--- config.mk ---
export PLATFORM = sky130hd
export DESIGN_NAME = lods_top
export DESIGN_NICKNAME = d
export VERILOG_FILES = /design/src/pkg/lods_pkg.sv /design/src/hdl/lods_stop_encode.sv /design/src/hdl/lods_top.sv /design/src/hdl/lods_xlate_table.sv
export VERILOG_INCLUDE_DIRS = /design/src /design/src/pkg
export SDC_FILE = /design/constraint.sdc
export NUM_CORES = 1
export LEC_CHECK = 0
export BUFFER_PORTS_ARGS = -buffer_cell sky130_fd_sc_hd__buf_2
export CAP_MARGIN = 20
export CELL_PAD_IN_SITES_DETAIL_PLACEMENT = 1
export CELL_PAD_IN_SITES_GLOBAL_PLACEMENT = 2
export CORE_MARGIN = 1.5
export CORE_UTILIZATION = 35
export CTS_CLUSTER_DIAMETER = 40
export DETAILED_ROUTE_END_ITERATION = 6
export PLACE_DENSITY = 0.66
export SYNTH_ARGS = -nofsm -noshare
export SYNTH_HDL_FRONTEND = slang
export SYNTH_HIERARCHICAL = 1
export SYNTH_SLANG_ARGS = --single-unit
export TNS_END_PERCENT = 100
--- constraint.sdc ---
create_clock -name i_clk -period 2.9 [get_ports i_clk]
set_clock_uncertainty 0.2 [all_clocks]
set_input_delay 0.435 -clock i_clk [delete_from_list [all_inputs] [get_ports i_clk]]
set_output_delay 0.435 -clock i_clk [all_outputs]
set_load 0.03 [all_outputs]
--- src/pkg/lods_defines.svh ---
// constants for the op code recognizer and stop reporter
`ifndef LODS_DEFINES_SVH
`define LODS_DEFINES_SVH
`define LODS_FORCE_MASK   8'hc0
`define LODS_TBL_INVALID  8'h34
`define LODS_TBL_EDIT     8'h16
`define LODS_CHAR_EDIT_WM 8'h85
`define LODS_CHAR_BLANK   8'h40
`define LODS_CHAR_MINUS   8'h60
`define LODS_CHAR_SIX     8'hf6
`define LODS_STOP_ADDR    16'h10ff
`define LODS_ZERO_ADDR    16'h0000
`define LODS_CODE_NORMAL  8'h00
`define LODS_CODE_BADB    8'h01
`define LODS_CODE_BADA    8'h02
`define LODS_CODE_BADAB   8'h03
`define LODS_CODE_BADOP   8'h04
`define LODS_CODE_ZEROIC  8'h0c
`define LODS_CODE_NOWM    8'h11
`define LODS_CODE_WMIO    8'h14
`define LODS_CLASS_IO     2
`define LODS_CLASS_CPU    1
`define LODS_CLASS_MISC   0
`endif

--- src/pkg/lods_pkg.sv ---
// types for the op code recognizer and stop reporter
package lods_pkg;
   typedef enum logic [2:0] {
      LODS_IDLE  = 3'b000,
      LODS_READ  = 3'b001,
      LODS_HOLD  = 3'b010,
      LODS_STOP  = 3'b011,
      LODS_ERR   = 3'b100
   } lods_state_t;

   typedef struct packed {
      logic        valid;
      logic [7:0]  op_char;
      logic        word_mark;
      logic [15:0] fetch_addr;
   } lods_fetch_t;

   typedef struct packed {
      logic [15:0] instr_addr;
      logic [15:0] first_addr;
      logic [15:0] second_addr;
   } lods_addr_t;

   typedef struct packed {
      logic stop_key;
      logic step_done;
      logic addr_match;
      logic bad_first;
      logic bad_second;
      logic wm_in_io_first;
      logic set_ic;
      logic sense_sw;
   } lods_stop_cause_t;
endpackage

--- src/hdl/lods_stop_encode.sv ---
// stop reason encoder
`timescale 1ns/1ps
`default_nettype none
`include "lods_defines.svh"
module lods_stop_encode
   import lods_pkg::*;
(
   input  wire lods_stop_cause_t i_cause,
   input  wire logic             i_op_err,
   input  wire logic             i_no_wm,
   input  wire logic             i_zero_ic,
   output logic                  o_report,
   output logic [7:0]            o_code
);
   wire normal = i_cause.stop_key | i_cause.step_done | i_cause.addr_match;
   wire any    = normal | i_cause.bad_first | i_cause.bad_second
               | i_cause.wm_in_io_first | i_op_err | i_no_wm | i_zero_ic;

   assign o_report = any & ~i_cause.set_ic & ~i_cause.sense_sw;
   // single table of codes, error causes before normal
   assign o_code =
      (i_cause.bad_first & i_cause.bad_second) ? `LODS_CODE_BADAB :
      i_cause.bad_second                       ? `LODS_CODE_BADB :
      i_cause.bad_first                        ? `LODS_CODE_BADA :
      i_zero_ic                                ? `LODS_CODE_ZEROIC :
      i_no_wm                                  ? `LODS_CODE_NOWM :
      i_op_err                                 ? `LODS_CODE_BADOP :
      i_cause.wm_in_io_first                   ? `LODS_CODE_WMIO :
      `LODS_CODE_NORMAL;
endmodule // lods_stop_encode
`default_nettype wire

--- src/hdl/lods_top.sv ---
// op code recognizer and stop reporter top
`timescale 1ns/1ps
`default_nettype none
`include "lods_defines.svh"
module lods_top
   import lods_pkg::*;
(
   input  wire logic             i_clk,
   input  wire logic             i_sys_rst,
   input  wire lods_fetch_t      i_fetch,
   input  wire logic             i_tbl_wr,
   input  wire logic [7:0]       i_tbl_addr,
   input  wire logic [7:0]       i_tbl_data,
   input  wire logic             i_fetch_done,
   input  wire logic [15:0]      i_cs_addr,
   input  wire lods_stop_cause_t i_cause,
   input  wire lods_addr_t       i_addrs,
   output logic [7:0]            o_op_class,
   output logic                  o_op_valid,
   output logic                  o_op_error,
   output logic                  o_is_edit,
   output logic [2:0]            o_class_bits,
   output logic                  o_stopped,
   output logic [7:0]            o_storage_data_display_register,
   output logic [15:0]           o_instr_addr_lights,
   output logic [15:0]           o_storage_address_lights_pair,
   output logic [15:0]           o_aux_address_register_pair
);
   // ==========================================
   // decode
   // ==========================================
   lods_state_t state;
   lods_state_t next_state;
   logic [7:0]  tbl_rd;
   logic        explicit_bad;
   logic        no_wm_seen;
   logic        zero_ic_seen;
   logic        start_fetch;

   function automatic logic is_collider(input logic [7:0] ch);
      return (ch == `LODS_CHAR_BLANK) || (ch == `LODS_CHAR_MINUS)
          || (ch == `LODS_CHAR_SIX);
   endfunction

   wire [7:0] forced_char = i_fetch.op_char | `LODS_FORCE_MASK;
   wire       collide     = is_collider(i_fetch.op_char);
   wire       tbl_err     = (tbl_rd == `LODS_TBL_INVALID) | explicit_bad;
   wire       at_stop     = (i_cs_addr == `LODS_STOP_ADDR);
   wire       zero_fetch  = (i_fetch.fetch_addr == `LODS_ZERO_ADDR);
   wire       stop_rep;
   wire [7:0] stop_code;

   assign start_fetch = (state == LODS_IDLE) & i_fetch.valid;

   lods_xlate_table u_table (
      .i_clk     (i_clk),
      .i_wr_en   (i_tbl_wr),
      .i_wr_addr (i_tbl_addr),
      .i_wr_data (i_tbl_data),
      .i_rd_addr (forced_char),
      .o_rd_data (tbl_rd)
   );

   lods_stop_encode u_enc (
      .i_cause   (i_cause),
      .i_op_err  (o_op_error),
      .i_no_wm   (no_wm_seen),
      .i_zero_ic (zero_ic_seen),
      .o_report  (stop_rep),
      .o_code    (stop_code)
   );

   // ==========================================
   // fetch sequence
   // ==========================================
   always_comb begin
      next_state = state;
      case (state)
         LODS_IDLE: begin
            if (i_fetch.valid) begin
               if (zero_fetch | ~i_fetch.word_mark) begin
                  next_state = LODS_ERR;
               end else begin
                  next_state = LODS_READ;
               end
            end
         end
         LODS_READ: next_state = LODS_HOLD;
         LODS_HOLD: begin
            if (i_fetch_done) begin
               next_state = LODS_IDLE;
            end
         end
         LODS_ERR:  next_state = LODS_STOP;
         LODS_STOP: begin
            if (at_stop & stop_rep) begin
               next_state = LODS_IDLE;
            end
         end
         default:   next_state = LODS_IDLE;
      endcase
   end

   always_ff @(posedge i_clk) begin
      if (i_sys_rst) begin
         state        <= LODS_IDLE;
         explicit_bad <= 1'b0;
         no_wm_seen   <= 1'b0;
         zero_ic_seen <= 1'b0;
      end else begin
         state <= next_state;
         if (start_fetch) begin
            explicit_bad <= collide;
            no_wm_seen   <= ~i_fetch.word_mark;
            zero_ic_seen <= zero_fetch;
         end
      end
   end

   // ==========================================
   // class holding register
   // ==========================================
   always_ff @(posedge i_clk) begin
      if (i_sys_rst) begin
         o_op_class   <= 8'h00;
         o_op_valid   <= 1'b0;
         o_op_error   <= 1'b0;
         o_is_edit    <= 1'b0;
         o_class_bits <= 3'b000;
      end else if (state == LODS_READ) begin
         o_op_class   <= tbl_rd;
         o_op_valid   <= ~tbl_err;
         o_op_error   <= tbl_err;
         o_is_edit    <= (tbl_rd == `LODS_TBL_EDIT) & ~explicit_bad;
         o_class_bits <= tbl_rd[2:0];
      end else if (state == LODS_HOLD && i_fetch_done) begin
         o_op_valid   <= 1'b0;
      end
   end

   // ==========================================
   // console stop display
   // ==========================================
   always_ff @(posedge i_clk) begin
      if (i_sys_rst) begin
         o_stopped                       <= 1'b0;
         o_storage_data_display_register <= `LODS_CODE_NORMAL;
         o_instr_addr_lights             <= 16'h0000;
         o_storage_address_lights_pair   <= 16'h0000;
         o_aux_address_register_pair     <= 16'h0000;
      end else begin
         o_stopped <= at_stop & stop_rep;
         if (at_stop & stop_rep) begin
            o_storage_data_display_register <= stop_code;
            o_instr_addr_lights             <= i_addrs.instr_addr;
            o_storage_address_lights_pair   <= i_addrs.first_addr;
            o_aux_address_register_pair     <= i_addrs.second_addr;
         end
      end
   end
endmodule // lods_top
`default_nettype wire

--- src/hdl/lods_xlate_table.sv ---
// translation table in local storage
`timescale 1ns/1ps
`default_nettype none
`include "lods_defines.svh"
module lods_xlate_table
   import lods_pkg::*;
(
   input  wire logic       i_clk,
   input  wire logic       i_wr_en,
   input  wire logic [7:0] i_wr_addr,
   input  wire logic [7:0] i_wr_data,
   input  wire logic [7:0] i_rd_addr,
   output logic      [7:0] o_rd_data
);
   logic [7:0] table_mem [0:255];

   // loaded by the init routine; read one cycle later
   always_ff @(posedge i_clk) begin
      if (i_wr_en) begin
         table_mem[i_wr_addr] <= i_wr_data;
      end
      o_rd_data <= table_mem[i_rd_addr];
   end
endmodule // lods_xlate_table
`default_nettype wire

==> metrics.txt <==
status complete, but fails checks; failing checks max-slew violations; H-tree depth 5; post-synthesis sequential area ratio 76.38%; area leader, netlist edfxtp_1; Die Ht 489.0 um; vias per cell ~5.4; Period minus WS final 2.881 ns; Startpoint Class flip-flop; std cell rows roughly 180; area taken by multi-input logic gates 17,940 um^2; Yosys top cell area share between 70% and 80%; critical path type reg2reg; HP Class in2reg; PnR worst setup slack 0.01902 ns; Post-Route WL 241,300 um; port buffer count 188; CTS tree yes; CP required approximately 3.5 ns; Worst slew margin -36.90%; Antenna Nets Post-Route 0; post-synthesis cell type count 67; total grt overflow 0; DR DRC count 0; first-pass GRT wire length 343,700 um; WP data arrival between 3 and 4 ns; maximum vdd drop 0.0005059 V; Seq. cell area 63,140 um^2; CTS Buf Count 331; synthesized area 82,660 um^2; CP Max Fanout 14; setup TNS 0 ns; Clock transition at path regs 0.05 ns; ys flop type edfxtp_1; Max Freq 347.1 MHz; initial core utilization 35.18%; Die X 489.0 um; layout cells sized above 1 31.60%; Gate Count Post-Synth 4,118; fin cells ~8,300; FF+latch count, synth 2,130; post-DP HPWL about 150,000 um; Max Cap Viol 0; Tightest Pin Transition 2.035 ns; P&R area growth vs syn 23.69%; critical path endpoint category flip-flop; Num Clock Sinks 2,130; fin nets 5,057; drt pass-1 iters 5; Root Driver clkbuf_16; Placed Cells between 7,000 and 8,000; Leak 33.31 nW; Avg Cell Area, Syn roughly 20 um^2; maximum number of pins on one net before global-route repair approximately 110; Async SR Flop Fraction 0%; leading cell type in the layout, fill and taps excluded edfxtp_1; die footprint about 240,000 um^2; io pins 189; highest-count cells in the layout ignoring fill and taps edfxtp_1, mux4_2, buf_4; Core Area approximately 230,000 um^2; clock buffer depth 4; synth warn 6; fillcell total 22,154; period utilisation layout between 90 and 100%; Setup-failing EPs final 0; vias between 40,000 and 50,000; dpl ws -0.1376 ns; Final Util 43.52%; PD cells 751.7 nW/um^2; final RePlAce weighted congestion about 0.85; initial DRC count around 4,300; Post-synth EDFFs 2,048; WL/cell 28.91 um; max-slew violations 26; worst skew pair latency just over 0.9 ns; Total GRT Usage 20.01%; final hold vios 0; initial antenna violation count 19; Synth area leaders edfxtp_1, mux4_2, dfxtp_1; vias in the first global route roughly 47,000
[Yosys cell counts, types with 4 or more instances]
| master | count |
|---|---|
| edfxtp_1 | 2048 |
| mux4_2 | 454 |
| nor2_1 | 292 |
| a21oi_1 | 167 |
| clkbuf_1 | 140 |
| mux2i_1 | 135 |
| a22oi_1 | 133 |
| nand3_1 | 91 |
| dfxtp_1 | 82 |
| o21ai_0 | 65 |
| nand2_1 | 54 |
| o221ai_1 | 46 |
| buf_2 | 34 |
| buf_4 | 34 |
| nor2b_1 | 33 |
| nor4_1 | 30 |
| o22ai_1 | 29 |
| nor3_1 | 28 |
| buf_6 | 25 |
| buf_1 | 22 |
| a211oi_1 | 18 |
| nand4_1 | 14 |
| a221oi_1 | 13 |
| buf_8 | 13 |
| nand2b_1 | 12 |
| o211ai_1 | 10 |
| a22o_1 | 8 |
| buf_12 | 8 |
| and2_1 | 7 |
| o21ai_1 | 6 |
| o22a_1 | 5 |
| a311oi_1 | 4 |
| nand3b_1 | 4 |
| o32ai_1 | 4 |
| or2_2 | 4 |
[critical path, cell delays in order, from the launching register on]
cell           delay, ns
dfxtp_1             0.40
nor3_1              0.12
a311oi_1            0.35
and4b_1             0.30
and3b_4             0.36
buf_4               0.18
nand3_1             0.12
dlygate4sd3_1       0.64
a21oi_1             0.14
[per-stage QoR]
stage | hold slack [ns] | area (um^2) | total power, mW
6_report | 0.08469 | 102200 | 76.86
5_1_grt | 0.07017 | 102200 | 78.91
3_5_place_dp | 0.2521 | 89870 | 37.79
2_1_floorplan | 0.2268 | 82690 | 36.21
4_1_cts | 0.01758 | 102100 | 77.45
3_3_place_gp | 0.2444 | 89840 | 37.73
[flip-flops by register name, indices dropped and copies added, names as in the netlist]
name                             flops
o_op_valid                           1
explicit_bad                         1
o_op_error                           1
o_instr_addr_lights                 16
u_table/o_rd_data                    8
zero_ic_seen                         1
o_storage_data_display_register      8
no_wm_seen                           1
o_stopped                            1
o_storage_address_lights_pair       16
state                                3
o_op_class                           8
u_table/table_mem                 2048
o_aux_address_register_pair         16
o_is_edit                            1
[final cells by class]
type / instances / share of cell area [%]
antenna: 4 / 0.009790
sequential: 2130 / 61.75
inverter: 3 / 0.01101
tap: 3150 / 3.855
timing repair buffer: 757 / 6.050
clock inverter: 213 / 2.358
clock buffer: 374 / 8.414
multi-input combinational: 1716 / 17.55
[layer usage]
| metal | part of all wire [%] | global-route usage, % |
|---|---|---|
| met1 | 42 | 26.80 |
| met2 | 49 | 33.21 |
| met3 | 6.1 | 3.619 |
| met4 | 2.7 | 5.965 |
| met5 | 0.024 | 0 |
[cells by family (layout without fill, tap and decap cells)]
kind of cell	after synthesis	after routing	share of synthesized area, %
mux	592	592	14.08
simple gates	590	590	3.324
flops	2130	2130	76.38
buf+inv	279	1347	2.034
compound gates	525	525	4.170
other cells	2	13	0.009085
[worst paths after layout]
path	slack (ns)	depth (start not counted)	from	to
worst max-delay path	0.02	8	zero_ic_seen$_SDFFE_PP0P_	o_instr_addr_lights[4]$_SDFFE_PP0P_
worst min register to register	0.25	2	o_op_class[7]$_SDFFE_PP0P_	o_op_class[7]$_SDFFE_PP0P_
worst min-delay path	0.08	4	i_tbl_addr[0]	u_table/table_mem[203][7]$_DFFE_PP_
worst max register to register	0.02	8	zero_ic_seen$_SDFFE_PP0P_	o_instr_addr_lights[4]$_SDFFE_PP0P_
[timing repair]
item,in CTS,in global routing
hold endpoints to repair,911,1
hold buffers,121,3
buffers inserted,0,5
gates resized for setup,0,1
setup endpoints to repair,0,25
[power breakdown]
| group | internal [mW] | leakage (nW) | switching, mW | total [mW] |
|---|---|---|---|---|
| sequential | 33.8 | 19.1 | 0.130 | 33.9 |
| clock | 24.9 | 5.31 | 14.6 | 39.5 |
| combinational | 1.23 | 8.93 | 2.20 | 3.42 |
| total | 59.9 | 33.3 | 16.9 | 76.9 |
Note: power is estimated with default switching activity, not from simulation.
